**src/shared/crc_map.svh**
```systemverilog
`ifndef CRC_MAP_SVH
`define CRC_MAP_SVH

// Master clock period and power-on hold time, both in ns
`define CRC_CLK_PERIOD_NS 10
`define CRC_POR_TIME_NS 20000

// Master clock divide ratios for the system clock
`define CRC_DIV_HIGH 10
`define CRC_DIV_LOW 1000

// Width of the divider counter
`define CRC_DIV_W 10

// Scan pulse timing field width in bits; the fields count system clock ticks
`define CRC_SCAN_W 16

// Configuration byte
`define CRC_CFG_W 8
`define CRC_CFG_RESET 8'h00

// Pin levels
`define CRC_MCLK_EXT 1'b0
`define CRC_MCLK_INT 1'b1
`define CRC_CANCLK_MCLK 1'b0
`define CRC_CANCLK_PAD 1'b1
`define CRC_RATE_LOW 1'b0
`define CRC_RATE_HIGH 1'b1
`define CRC_MODE_LOCAL 1'b0
`define CRC_MODE_REMOTE 1'b1

`endif

```
**src/shared/crc_pkg.sv**
```systemverilog
package crc_pkg;

	typedef enum logic [1:0] {
		OP_RESET,
		OP_IDLE,
		OP_RUN
	} crc_op_t;

	// Pending CAN system clock override
	typedef struct packed {
		logic valid;
		logic high;
	} crc_rate_ovr_t;

	// Scan pulse timing in system clock ticks
	typedef struct packed {
		logic [15:0] period;
		logic [15:0] width;
	} crc_scan_cfg_t;

endpackage

```
**src/rtl/crc_clock_reset.sv**
```systemverilog
`timescale 1ns/1ps
`include "crc_map.svh"
module crc_clock_reset #(
	parameter int POR_CYCLES =
		(`CRC_POR_TIME_NS + `CRC_CLK_PERIOD_NS - 1) / `CRC_CLK_PERIOD_NS,
	parameter int DIV_HIGH = `CRC_DIV_HIGH,
	parameter int DIV_LOW = `CRC_DIV_LOW
) (
	input wire logic sys_clk,
	input wire logic reset_n,
	input wire logic master_reset_n,
	input wire logic mclk_source_sel,
	input wire logic can_clk_source_sel,
	input wire logic sys_clk_rate_sel,
	input wire logic operating_mode_sel,
	input wire logic can_rate_valid,
	input wire logic can_rate_high,
	input wire logic cfg_wr,
	input wire logic [`CRC_CFG_W-1:0] cfg_wdata,
	input wire logic nmt_node_reset,
	input wire logic nmt_comm_reset,
	input wire logic nmt_start,
	input wire logic scan_enable_in,
	input wire logic scan_seq_running,
	input wire crc_pkg::crc_scan_cfg_t scan_cfg,
	output logic mclk_internal_sel,
	output logic can_if_clk_pad_sel,
	output logic sys_clk_b,
	output logic sys_clk_high_active,
	output logic core_reset_n_out,
	output logic can_if_reset_n_out,
	output logic device_operational,
	output logic boot_up_req,
	output logic scan_running_out,
	output logic remote_terminal_mode,
	output logic standalone_mode,
	output logic [`CRC_CFG_W-1:0] cfg_active
);

	generate
		if (DIV_LOW > (1 << `CRC_DIV_W) || DIV_HIGH > (1 << `CRC_DIV_W) ||
			DIV_HIGH < 2 || DIV_LOW < 2 || POR_CYCLES < 1) begin : g_bad
			$error("crc_clock_reset: divider or POR count out of range");
		end
	endgenerate

	localparam logic [`CRC_DIV_W-1:0] TC_HIGH = `CRC_DIV_W'(DIV_HIGH - 1);
	localparam logic [`CRC_DIV_W-1:0] TC_LOW = `CRC_DIV_W'(DIV_LOW - 1);
	localparam int POR_W = $clog2(POR_CYCLES + 1);
	localparam logic [POR_W-1:0] POR_LAST = POR_W'(POR_CYCLES);

	// Either pin resets everything but the power-on hold counter (reset_n only) without waiting for a clock edge
	logic async_rst_n;
	assign async_rst_n = reset_n & master_reset_n;

	logic remote;
	logic remote_q;
	assign remote = remote_q;

	// Mode and clock source selects, registered so they change glitch-free
	always_ff @(posedge sys_clk or negedge async_rst_n) begin
		if (!async_rst_n) begin
			remote_q <= 1'b0;
			mclk_internal_sel <= `CRC_MCLK_EXT;
			can_if_clk_pad_sel <= `CRC_CANCLK_MCLK;
		end else begin
			remote_q <= (operating_mode_sel == `CRC_MODE_REMOTE);
			mclk_internal_sel <= (mclk_source_sel == `CRC_MCLK_INT);
			// Pad clock for the CAN side is only offered in remote mode
			can_if_clk_pad_sel <= (operating_mode_sel == `CRC_MODE_REMOTE) &&
				(can_clk_source_sel == `CRC_CANCLK_PAD);
		end
	end

	assign remote_terminal_mode = remote_q;
	assign standalone_mode = ~remote_q;

	// Power-on hold: counted once after the power reset only, so a master
	// reset does not repeat the full hold
	logic [POR_W-1:0] por_cnt_q;
	logic por_done_q;

	always_ff @(posedge sys_clk or negedge reset_n) begin
		if (!reset_n) begin
			por_cnt_q <= '0;
			por_done_q <= 1'b0;
		end else if (!por_done_q) begin
			por_cnt_q <= por_cnt_q + POR_W'(1);
			por_done_q <= (por_cnt_q == POR_LAST - POR_W'(1));
		end
	end

	// Core reset synchroniser; node reset in remote mode clears it on a clock edge
	logic core_s1_q;
	logic core_s2_q;
	logic core_ok_q;

	always_ff @(posedge sys_clk or negedge async_rst_n) begin
		if (!async_rst_n) begin
			core_s1_q <= 1'b0;
			core_s2_q <= 1'b0;
		end else if (nmt_node_reset && remote) begin
			core_s1_q <= 1'b0;
			core_s2_q <= 1'b0;
		end else begin
			core_s1_q <= 1'b1;
			core_s2_q <= core_s1_q;
		end
	end

	always_ff @(posedge sys_clk or negedge async_rst_n) begin
		if (!async_rst_n) begin
			core_ok_q <= 1'b0;
		end else begin
			core_ok_q <= core_s2_q & por_done_q;
		end
	end

	assign core_reset_n_out = core_ok_q;

	// CAN side reset synchroniser, also cleared by the communication reset in remote mode
	logic can_s1_q;
	logic can_s2_q;
	logic comm_hit;
	assign comm_hit = nmt_comm_reset && remote;

	always_ff @(posedge sys_clk or negedge async_rst_n) begin
		if (!async_rst_n) begin
			can_s1_q <= 1'b0;
			can_s2_q <= 1'b0;
		end else if (comm_hit || !core_ok_q) begin
			can_s1_q <= 1'b0;
			can_s2_q <= 1'b0;
		end else begin
			can_s1_q <= 1'b1;
			can_s2_q <= can_s1_q;
		end
	end

	assign can_if_reset_n_out = can_s2_q;

	// Operating state
	crc_pkg::crc_op_t op_q;

	always_ff @(posedge sys_clk or negedge async_rst_n) begin
		if (!async_rst_n) begin
			op_q <= crc_pkg::OP_RESET;
			boot_up_req <= 1'b0;
		end else if (!core_ok_q) begin
			op_q <= crc_pkg::OP_RESET;
			boot_up_req <= 1'b0;
		end else begin
			boot_up_req <= 1'b0;
			case (op_q)
			crc_pkg::OP_RESET: begin
				if (remote) begin
					// Wait for the CAN side to leave reset before booting
					if (can_s2_q) begin
						op_q <= crc_pkg::OP_IDLE;
						boot_up_req <= 1'b1;
					end
				end else begin
					op_q <= crc_pkg::OP_RUN;
				end
			end
			crc_pkg::OP_IDLE: begin
				if (nmt_start && can_s2_q) begin
					op_q <= crc_pkg::OP_RUN;
				end
			end
			crc_pkg::OP_RUN: begin
				if (comm_hit) begin
					op_q <= crc_pkg::OP_RESET;
				end
			end
			default: begin
				op_q <= crc_pkg::OP_RESET;
			end
			endcase
		end
	end

	assign device_operational = (op_q == crc_pkg::OP_RUN);

	// Scan sequence edge detection
	logic scan_prev_q;
	logic scan_rise;
	logic scan_fall;

	always_ff @(posedge sys_clk or negedge async_rst_n) begin
		if (!async_rst_n) begin
			scan_prev_q <= 1'b0;
		end else begin
			scan_prev_q <= scan_seq_running;
		end
	end

	assign scan_rise = scan_seq_running & ~scan_prev_q;
	assign scan_fall = ~scan_seq_running & scan_prev_q;

	// CAN rate override, remote mode only
	crc_pkg::crc_rate_ovr_t ovr_q;

	always_ff @(posedge sys_clk or negedge async_rst_n) begin
		if (!async_rst_n) begin
			ovr_q <= '0;
		end else if (!core_ok_q || !remote) begin
			ovr_q <= '0;
		end else if (can_rate_valid) begin
			ovr_q.valid <= 1'b1;
			ovr_q.high <= can_rate_high;
		end
	end

	logic rate_want;
	assign rate_want = ovr_q.valid ? ovr_q.high :
		(sys_clk_rate_sel == `CRC_RATE_HIGH);

	// System clock divider; terminal count moves only between sequences
	// so a running sequence never sees its tick rate change mid-way
	logic [`CRC_DIV_W-1:0] div_cnt_q;
	logic [`CRC_DIV_W-1:0] div_tc_q;
	logic tick;
	logic reload;

	assign tick = (div_cnt_q == div_tc_q);
	assign reload = scan_fall || (!scan_seq_running && tick);

	always_ff @(posedge sys_clk or negedge async_rst_n) begin
		if (!async_rst_n) begin
			div_cnt_q <= '0;
			div_tc_q <= TC_LOW;
			sys_clk_high_active <= `CRC_RATE_LOW;
		end else if (!core_ok_q) begin
			div_cnt_q <= '0;
			div_tc_q <= rate_want ? TC_HIGH : TC_LOW;
			sys_clk_high_active <= rate_want;
		end else begin
			if (tick || reload) begin
				div_cnt_q <= '0;
			end else begin
				div_cnt_q <= div_cnt_q + `CRC_DIV_W'(1);
			end
			if (reload) begin
				div_tc_q <= rate_want ? TC_HIGH : TC_LOW;
				sys_clk_high_active <= rate_want;
			end
		end
	end

	always_ff @(posedge sys_clk or negedge async_rst_n) begin
		if (!async_rst_n) begin
			sys_clk_b <= 1'b0;
		end else begin
			sys_clk_b <= core_ok_q & tick;
		end
	end

	// Configuration byte: held pending, applied at the next sequence start
	logic [`CRC_CFG_W-1:0] cfg_pend_q;

	always_ff @(posedge sys_clk or negedge async_rst_n) begin
		if (!async_rst_n) begin
			cfg_pend_q <= `CRC_CFG_RESET;
			cfg_active <= `CRC_CFG_RESET;
		end else if (!core_ok_q) begin
			cfg_pend_q <= `CRC_CFG_RESET;
			cfg_active <= `CRC_CFG_RESET;
		end else begin
			if (cfg_wr && remote) begin
				cfg_pend_q <= cfg_wdata;
			end
			if (scan_rise) begin
				cfg_active <= cfg_pend_q;
			end
		end
	end

	// Scan pulse generator for the local modes, in system clock ticks
	logic [`CRC_SCAN_W-1:0] pcnt_q;
	logic pulse_on;
	assign pulse_on = device_operational && !remote && scan_enable_in;

	always_ff @(posedge sys_clk or negedge async_rst_n) begin
		if (!async_rst_n) begin
			pcnt_q <= '0;
		end else if (!pulse_on) begin
			pcnt_q <= '0;
		end else if (tick) begin
			if (pcnt_q >= scan_cfg.period - `CRC_SCAN_W'(1)) begin
				pcnt_q <= '0;
			end else begin
				pcnt_q <= pcnt_q + `CRC_SCAN_W'(1);
			end
		end
	end

	always_ff @(posedge sys_clk or negedge async_rst_n) begin
		if (!async_rst_n) begin
			scan_running_out <= 1'b0;
		end else begin
			scan_running_out <= pulse_on && (pcnt_q < scan_cfg.width);
		end
	end

endmodule

```
**config.mk**
```make
export PLATFORM = sky130hd
export DESIGN_NAME = crc_clock_reset
export DESIGN_NICKNAME = d
export VERILOG_FILES = /design/src/shared/crc_pkg.sv /design/src/rtl/crc_clock_reset.sv
export VERILOG_INCLUDE_DIRS = /design/src /design/src/shared
export SDC_FILE = /design/constraint.sdc
export NUM_CORES = 1
export LEC_CHECK = 0
export BUFFER_PORTS_ARGS = -buffer_cell sky130_fd_sc_hd__buf_4
export CELL_PAD_IN_SITES_DETAIL_PLACEMENT = 1
export CELL_PAD_IN_SITES_GLOBAL_PLACEMENT = 1
export CORE_MARGIN = 2
export CORE_UTILIZATION = 43
export DETAILED_ROUTE_END_ITERATION = 8
export PLACE_DENSITY_LB_ADDON = 0.1
export RECOVER_POWER = 50
export SLEW_MARGIN = 20
export SYNTH_ARGS = -nofsm -noshare
export SYNTH_HDL_FRONTEND = slang
export SYNTH_SLANG_ARGS = --single-unit
```
**constraint.sdc**
```tcl
create_clock -name sys_clk -period 3.1 [get_ports sys_clk]
set_input_delay 0.62 -clock sys_clk [delete_from_list [all_inputs] [get_ports sys_clk]]
set_output_delay 0.62 -clock sys_clk [all_outputs]
set_load 0.02 [all_outputs]
```
* Word-level counts from Yosys, hierarchy flattened *
Index checks and enable logic that the tools add are counted.

storage, ports and cells
  flip-flop bits (word level) = 81
  input bits = 55
  output and inout bits = 19
  logic and storage cells = 99

cells by class
  $add $sub $neg = 4
  magnitude comparators = 2
  equal/unequal tests = 11
  muxes and demuxes = 32
  bitwise operators = 8
  reductions and logical operators = 19

operators by type and width
  cell                     count
  $mux W10                 5
  $mux W16                 3
  $mux W8                  4
  $add A16 B1 Y16 const B  1
  $ge A16 B16 Y1           1
  $lt A16 B16 Y1           1
  $sub A16 B1 Y16 const B  1
  $mux W2                  7
  $mux W1                  12
  $add A11 B1 Y11 const B  1
  $eq A11 B11 Y1 const B   1
  $add A10 B1 Y10 const B  1
  $eq A10 B10 Y1           1
  $logic_and A1 B1 Y1      9
  $ne A2 B1 Y1 const B     3
  $pmux W2 S3              1
  $and A1 B1 Y1            5
  $logic_or A1 B1 Y1       4
  $ne A4 B4 Y1 const B     1
  $logic_not A1 Y1         3
  $ne A3 B2 Y1 const B     1
  $ne A3 B3 Y1 const B     1
  $not A1 Y1               3
  $reduce_and A3 Y1        1
  other kinds (5)          5

* Depth between registers and ports, before layout *
Gate-level depths: netlist of the first run.

  word-level depth = 6
  gate-level depth with buffers = 13
  gate-level depth less buffers = 12

* Least setup slack after synthesis of the first run *
Ideal clock, no wire load.

  path type = input to register
  start point = in scan_cfg[25] in the netlist's numbering
  end point = reg pcnt_q[11]
  setup time = 72 ps
  arrival = 3409 ps
  setup slack = -382 ps
  stages = 12
  path buffers = 1
  path through = or4_4 > or3_4 > or3_4 > nor3_2 > xnor2_1 > ha_1 > and4_1 > a221oi_1 > o21ai_0 > a21o_1 > clkbuf_1 > nor2_1

between the ends
  longest elaborated chain between the ends = 5

RTL lines
  what                  RTL line                source
  from (decl)           crc_clock_reset.sv:25   input wire crc_pkg::crc_scan_cfg_t scan_cfg,
  $sub A16 B1 Y16       crc_clock_reset.sv:290  if (pcnt_q >= scan_cfg.period - `CRC_SCAN_W'(1)) begin
  $ge A16 B16 Y1        crc_clock_reset.sv:290
  $mux W16              crc_clock_reset.sv:290
  $mux W16              crc_clock_reset.sv:289  end else if (tick) begin
  $mux W16              crc_clock_reset.sv:287  end else if (!pulse_on) begin
  to (signal assigned)  crc_clock_reset.sv:293  pcnt_q <= pcnt_q + `CRC_SCAN_W'(1);
  to (decl)             crc_clock_reset.sv:280  logic [`CRC_SCAN_W-1:0] pcnt_q;

No other way between the ends. The select of a mux whose other input is x is not followed.
A chain may end at the register's enable or synchronous reset.

* Worst setup path after layout of the first run *
  start point = in scan_cfg[25] in the netlist's numbering
  end point = reg pcnt_q[12]

The elaborated chain is that of the path after synthesis.

==> results of run 1 <==
cell usage after synthesis (all sizes together), types with 11 or more instances:
| cell type | instances |
|---|---|
| xnor2 | 22 |
| nor2 | 43 |
| nand2 | 31 |
| o21ai | 12 |
| a21oi | 12 |
| inv | 23 |
| xor2 | 21 |
| mux2i | 11 |
| ha | 35 |
| nand3 | 20 |
| dfrtp | 71 |
| nor2b | 12 |
routing by layer:
metal / routed length (um) / vias up
met5: 0 / -
met4: 218 / 0
met3: 396 / 19
met2: 5300 / 77
met1: 4720 / 1687
li1: - / 1653
flip-flops by register name (all words and copies together) (netlist names), 2 cells and up:
register    flops
cfg_pend_q      8
div_tc_q        2
op_q            2
por_cnt_q      11
div_cnt_q      10
pcnt_q         16
ovr_q           2
cfg_active      8
worst max-delay path by stage:
stage                     slack, ps    endpoint          from
after detailed placement       -600  pcnt_q[10]  scan_cfg[25]
final                          -240  pcnt_q[12]  scan_cfg[25]
after global placement         -540  pcnt_q[10]  scan_cfg[25]
after CTS                      -200  pcnt_q[15]  scan_cfg[25]
after floorplan                -310   pcnt_q[4]  scan_cfg[25]
after global routing           -340  pcnt_q[12]  scan_cfg[25]
cell families after synthesis:
family / after synthesis / synth area share
and+or+nand+nor: 161 / 0.201
muxes: 13 / 0.0322
adders and majority gates: 35 / 0.106
DFF: 72 / 0.437
buffers and inverters: 32 / 0.0294
AOI/OAI and AO/OA: 61 / 0.103
xor gates and xnor gates: 43 / 0.0914
layout by cell type (no fill, tap or decap), types with 6 or more instances in the layout:
master    count
a21boi_0      9
a21o_1        6
a21oi_1       9
and2_1        6
buf_4        87
clkbuf_8     10
dfrtp_1      71
ha_1         34
inv_1        23
mux2i_1      11
nand2_1      31
nand2b_1      6
nand3_1      20
nor2_1       39
nor2b_1      12
nor3_1        6
o21ai_0      10
xnor2_1      21
xor2_1       21
worst max-delay path, cell delays in order:
cell and delay, ps:
buf_6 90, or4_4 530, or3_4 350, or3_4 370, nor3_4 140, xnor2_1 140
ha_1 260, and4_4 170, a221oi_4 370, o2111ai_4 220, buf_4 190, a21oi_2 90
a21o_1 80
area by class of cell:
cell class,instances,area (um^2)
fill,1081,4020
multi-input combinational,314,2310
sequential,72,1800
timing repair buffer,95,707
tap,129,161
clock buffer,10,138
inverter,23,86.3
clock inverter,5,57.6
what timing repair did:
item                                    CTS  global route
resized for setup                         6            14
endpoints found under the setup margin   16            16
pin swaps                                 9             3
gates cloned                              1             0
setup buffers                             2             2
power by group through the flow:
stage,registers (mW),clock network [mW],logic [mW]
floorplan,0.969,0,0.0694
detailed placement,0.966,0,0.179
finish,0.947,0.755,0.178
CTS,0.947,0.776,0.183
global placement,0.966,0,0.171
global route,0.948,0.816,0.198
==> reports/metrics.cfg, run 1 <==
[outcome]
status=finished, violations left
violations=capacitance limit, slew limit, setup timing

[grt]
grt_pass1_vias=3593
antenna_found_initial=0
grt_usage=0.209
grt_pass1_wl_um=17000
use_met1=0.271
overflow=0
busiest_layer=met2
met3_usage=0.0315
grt_start_max_net_pins=61
globalRouteMet2Util=0.355

[logic_synthesis]
syn_inst=417
synth_largest_area_cell=dfrtp_1
synth_top_area_frac=0.431
synth_edf_count=0
syn_area_per_cell_um2=9.88
ys_types=44
yosysWarningCount=0
ys_seq_area_frac=0.437
async_reset_ff_frac=1.00
synth_fp_nets=507
synth_seq_cells=72
synth_top_flop_cell=dfrtp_1
synth_area_leaders=dfrtp_1 43%, ha_1 11%, xnor2_1 4.7%
syn_area_um2=4120

[sta]
worst_slack_ps=-235
setup_violations=16
final_hold_viol_count=0
timing.slew.headroom=-0.00349
post-route-min-period_ps=3340
grt_setup_unrepaired=yes
drv_slew=60
timing.fmax_ghz=0.300
tightest_slew_ps=1510
fin_skew_ps=13.6
tns_ps=-3130
whs_ps=279
min_period_over_period=1.08

[placed_design]
portBuffers=73
placed_cells=628
hpwl_um=7720
place_ws_ps=-604
gp_congestion=0.768
placed_area_um2=4960

[layout]
antenna-diode-count=0
areaGrowthSynthToFinish_pct=27.8
finalNetCount=605
stdcell_area_um2=5270
drive_gt1_frac=0.256
finalNonFillerCells=648
fin_util=0.567

[drt]
antenna_left=0
viasPerCell=5.30
via_count=3436
drtPass1Iterations=4
wl_um=10600
route.detailed.drc=0
routedWlPerCell_um=16.4
drt_iter0_drc=113

[cts]
clock_latency_ps=350
hold_buffers=0
cts_buffers=9
cts.sinks=72
cts_root_buffer=clkbuf_8
h-tree-depth=3
ctsLongestPathBuffers=2
clkSlewWorstSetupHoldPaths_ps=90
cts_tree=built

[critical_path]
required_ps=3390
path_max_fanout=6
r2r_cells=9
criticalPathCategory=input port to register
rr_startpoint=pcnt_q[0]
end_kind=register
cp.arrival_ps=3620
setup.worst_path.start_class=input port
r2r_slack_ps=740
r2r-end=pcnt_q[12]

[power_and_ir_drop]
p_leak_nw=2.47
p_sw_frac=0.243
p_seq_frac=0.504
p_sw_uw=456
pwr-share-clk=0.401
power_density_nw_per_um2=357
pwr-share-comb=0.095
p_int_mw=1.42
ir_drop_uv=199
power.total_mw=1.88

[floorplan]
start_util=0.444
core_area_um2=9280
die_area_um2=10400
die_h_um=102
ios=74
row_count=35
die_width_um=102

[min_path]
hold_class=input port to async pin

[run]
maxCapViolations=1

(Power assumes the default switching activity.)
==> run 2, diff against run 1 <==
CORE_UTILIZATION = 47   (was 43)
CTS_CLUSTER_SIZE = 20   (was default)
SLEW_MARGIN = default   (was 20)
clock period = 4.1 ns   (was 3.1 ns; I/O delays follow)
==> reports/metrics.cfg, run 2 (same netlist as run 1, synthesis figures left out) <==
[outcome]
status=finished, violations left
violations=capacitance limit, slew limit

[grt]
grt_pass1_vias=3562
globalRouteMet2Util=0.363
grt_pass1_wl_um=17000
grt_usage=0.222
met3_usage=0.0547
use_met1=0.292
grt_start_max_net_pins=33
antenna_found_initial=0
overflow=0
busiest_layer=met2

[power_and_ir_drop]
power_density_nw_per_um2=293
power.total_mw=1.46
pwr-share-clk=0.428
pwr-share-comb=0.081
p_leak_nw=2.37
p_seq_frac=0.491
p_sw_frac=0.228
p_sw_uw=334
ir_drop_uv=178
p_int_mw=1.13

[placed_design]
placed_cells=590
hpwl_um=7480
placed_area_um2=4780
portBuffers=73
gp_congestion=0.867

[drt]
routedWlPerCell_um=16.3
drtPass1Iterations=4
wl_um=9860
viasPerCell=5.49
via_count=3320
route.detailed.drc=0
drt_iter0_drc=117
antenna_left=0

[layout]
largest-register=pcnt_q
drive_gt1_frac=0.195
antenna-diode-count=0
largest_reg_flops=16
finalNetCount=583
stdcell_area_um2=4990
areaGrowthSynthToFinish_pct=21.0
regArea_um2=1800
fillers=979
finalNonFillerCells=605
largest_registers=pcnt_q (16), por_cnt_q (11), div_cnt_q (10)
final_common_cell=dfrtp_1
multiInputGateArea_um2=2200
most-common-layout-cells=71 x dfrtp_1, 70 x buf_4, 43 x nor2_1

[critical_path]
path_max_fanout=7
required_ps=4400
end_kind=register
criticalPathCategory=input port to register
r2r_slack_ps=1650
setup.worst_path.start_class=input port
cp.arrival_ps=3980

[sta]
post-route-min-period_ps=3690
final_hold_viol_count=0
tightest_slew_ps=2110
tns_ps=0
setup_violations=0
fin_skew_ps=7.81
grt_setup_unrepaired=no
min_period_over_period=0.899
timing.fmax_ghz=0.271
timing.slew.headroom=-0.407
drv_slew=33

[cts]
ctsLongestPathBuffers=2
postCtsSetupRepairBufs=0
cts_root_buffer=clkbuf_8
cts_tree=built
cts.sinks=72
ctsResizeCount=0
clkSlewWorstSetupHoldPaths_ps=80
cts_buffers=9
h-tree-depth=3
clock_latency_ps=350
hold_buffers=0

[floorplan]
die_area_um2=9530
core_area_um2=8590
die_width_um=97.6
row_count=34
start_util=0.480
ios=74
die_h_um=97.6

[min_path]
hold_class=register to register

[run]
maxCapViolations=1

-- run 2: cell count changes in the layout (fill, tap and decap cells not counted), sizes merged --
cell,delta
buf,-19
clkbuf,-2
a21o,-1
bufinv,+1
clkinvlp,-2
clkinv,+1
-- run 2: metal layers --
| layer | vias up | routed length [um] |
|---|---|---|
| met5 | - | 0 |
| met4 | 0 | 126 |
| met3 | 9 | 426 |
| met2 | 67 | 4800 |
| met1 | 1632 | 4510 |
| li1 | 1612 | - |
-- run 2: metrics by stage --
| stage | setup slack [ps] | hold WS (ps) | utilization |
|---|---|---|---|
| 2_1_floorplan | 418 | 428 | - |
| 3_3_place_gp | 120 | 439 | 0.556 |
| 3_5_place_dp | 26.6 | 448 | 0.556 |
| 4_1_cts | 396 | 274 | 0.582 |
| 5_1_grt | 177 | 470 | 0.581 |
| 6_report | 413 | 460 | 0.581 |
-- run 2: cell type report --
cell class,count,share of cell area
Timing Repair Buffer,74,0.110
Tap cell,108,0.0271
Multi-Input combinational cell,313,0.440
Clock inverter,5,0.0163
Clock buffer,10,0.0276
Sequential cell,72,0.361
Inverter,23,0.0173
-- run 2: worst max-delay path: stages --
cell	delay, ps
buf_4	120
or4_4	540
or3_4	350
or3_4	340
nor3_2	140
xnor2_1	160
ha_1	270
and4_1	210
a221oi_1	300
o2111ai_1	330
nor3_1	290
a211o_1	120
-- run 2: power groups by stage --
stage / sequential, mW / clock, mW / combinational, mW
finish: 0.718 / 0.626 / 0.119
detailed placement: 0.732 / 0 / 0.122
CTS: 0.719 / 0.641 / 0.123
global route: 0.719 / 0.673 / 0.134
floorplan: 0.733 / 0 / 0.0521
global placement: 0.732 / 0 / 0.116
-- run 2: final timing paths --
| kind | startpoint | endpoint | depth (start not counted) |
|---|---|---|---|
| worst max-delay path | scan_cfg[25] | pcnt_q[14] | 12 |
| worst min-delay path | core_s1_q | core_s2_q | 1 |
| worst max register to register | div_tc_q[8] | pcnt_q[10] | 6 |
| worst min register to register | core_s1_q | core_s2_q | 1 |
| max in group asynchronous | reset_n | cfg_pend_q[2] | 3 |
| min in group asynchronous | reset_n | por_cnt_q[2] | 1 |
==> run 3, diff against run 2 <==
PLACE_DENSITY_LB_ADDON = 0.25   (was 0.1)
==> reports/metrics.cfg, run 3 (same netlist as run 1, synthesis figures left out) <==
[floorplan]
die_h_um=97.6
ios=74
core_area_um2=8590
die_area_um2=9530
die_width_um=97.6
start_util=0.480
row_count=34

[critical_path]
setup.worst_path.start_class=input port
r2r_slack_ps=1580
required_ps=4390
path_max_fanout=7
criticalPathCategory=input port to register
r2r-end=pcnt_q[14]
r2r_cells=6
cp.arrival_ps=4040
rr_startpoint=div_cnt_q[6]
end_kind=register

[run]
maxCapViolations=1

[drt]
viasPerCell=5.56
routedWlPerCell_um=16.3
via_count=3368
antenna_left=0
wl_um=9890
drtPass1Iterations=4
route.detailed.drc=0
drt_iter0_drc=133

[placed_design]
hpwl_um=7470
portBuffers=73
gp_congestion=0.851

[outcome]
violations=capacitance limit, slew limit
status=finished, violations left

[min_path]
hold_class=register to register
min_path_cells=1
hold_end=can_if_reset_n_out
hold_start=can_s1_q

[grt]
antenna_found_initial=0
grt_pass1_vias=3592
grt_start_max_net_pins=34
overflow=0
grt_usage=0.220
grt_pass1_wl_um=17100

[cts]
postCtsSetupRepairBufs=0
clkSlewWorstSetupHoldPaths_ps=80
clock_latency_ps=350
cts.sinks=72
ctsResizeCount=0
hold_buffers=0
ctsLongestPathBuffers=2
cts_tree=built
h-tree-depth=3
cts_buffers=9
cts_root_buffer=clkbuf_8

[layout]
most-common-layout-cells=71 x dfrtp_1, 69 x buf_4, 43 x nor2_1
multiInputGateArea_um2=2200
regArea_um2=1800
largest_registers=pcnt_q (16), por_cnt_q (11), div_cnt_q (10)
areaGrowthSynthToFinish_pct=20.4
largest_reg_flops=16
drive_gt1_frac=0.197
antenna-diode-count=0
largest-register=pcnt_q
fillers=991
final_common_cell=dfrtp_1
finalNetCount=583

[sta]
grt_setup_unrepaired=no
drv_slew=29
fin_skew_ps=13.5
final_hold_viol_count=0
timing.slew.headroom=-0.183
timing.fmax_ghz=0.266
tightest_slew_ps=1770
min_period_over_period=0.916
whs_ps=464
post-route-min-period_ps=3750
setup_violations=0

[power_and_ir_drop]
ir_drop_uv=218
p_sw_frac=0.250
p_sw_uw=343
pwr-share-clk=0.391
power_density_nw_per_um2=276
p_seq_frac=0.524
p_leak_nw=2.35
p_int_mw=1.03
pwr-share-comb=0.086
power.total_mw=1.37

-- run 3: changes by cell type in the layout (fill, tap and decap cells not counted), sizes merged --
cell / delta
clkinv: -1
buf: -1
inv: +1
bufinv: -2
clkinvlp: +2
clkbuf: +2
-- run 3: how the worst max path moves through the flow --
stage | startpoint | end | cells after the start | slack, ps
floorplan | scan_cfg[25] | pcnt_q[11] | 12 | 420
global placement | scan_cfg[25] | pcnt_q[14] | 12 | 110
detailed placement | scan_cfg[25] | pcnt_q[14] | 13 | -10
CTS | scan_cfg[25] | pcnt_q[14] | 13 | 340
global route | scan_cfg[25] | pcnt_q[14] | 12 | 110
finish | scan_cfg[25] | pcnt_q[14] | 12 | 350
-- run 3: area by class of cell --
class | count | share of cell area
inverters | 23 | 0.0174
well taps | 108 | 0.0272
flip-flops and latches | 72 | 0.363
multi-input cells | 313 | 0.443
repair buffers | 74 | 0.110
clock buffers | 11 | 0.0305
clock inverters | 5 | 0.00807
-- run 3: per-stage QoR --
| step | util | cells | area [um^2] | setup TNS, ps | setup WS, ps |
|---|---|---|---|---|---|
| after floorplan | - | 417 | 4120 | 0 | 418 |
| after global placement | 0.556 | 590 | 4780 | 0 | 110 |
| after detailed placement | 0.556 | 590 | 4780 | -10.6 | -10.6 |
| after CTS | 0.578 | 606 | 4970 | 0 | 344 |
| after global routing | 0.577 | 606 | 4960 | 0 | 111 |
| final | 0.577 | 606 | 4960 | 0 | 346 |
-- run 3: critical path, stage by stage --
cell,delay [ps]
buf_4,120
or4_4,540
or3_4,350
or3_4,340
nor3_2,140
xnor2_1,160
ha_1,270
and4_1,210
a221oi_1,310
o2111ai_1,350
nor3_1,290
a211o_1,120
-- run 3: layer usage --
| metal | GRT usage | vias up | wire length [um] |
|---|---|---|---|
| li1 | - | 1614 | - |
| met4 | 0.0684 | 0 | 187 |
| met3 | 0.0460 | 17 | 508 |
| met5 | 0 | - | 0 |
| met2 | 0.369 | 82 | 4720 |
| met1 | 0.286 | 1655 | 4470 |
-- run 3: power groups by stage --
stage          clock network, mW  logic, mW  registers [mW]
4_1_cts                    0.549      0.122           0.718
3_5_place_dp                   0      0.121           0.732
5_1_grt                    0.577      0.133           0.719
3_3_place_gp                   0      0.115           0.732
2_1_floorplan                  0     0.0521           0.733
6_report                   0.536      0.118           0.718
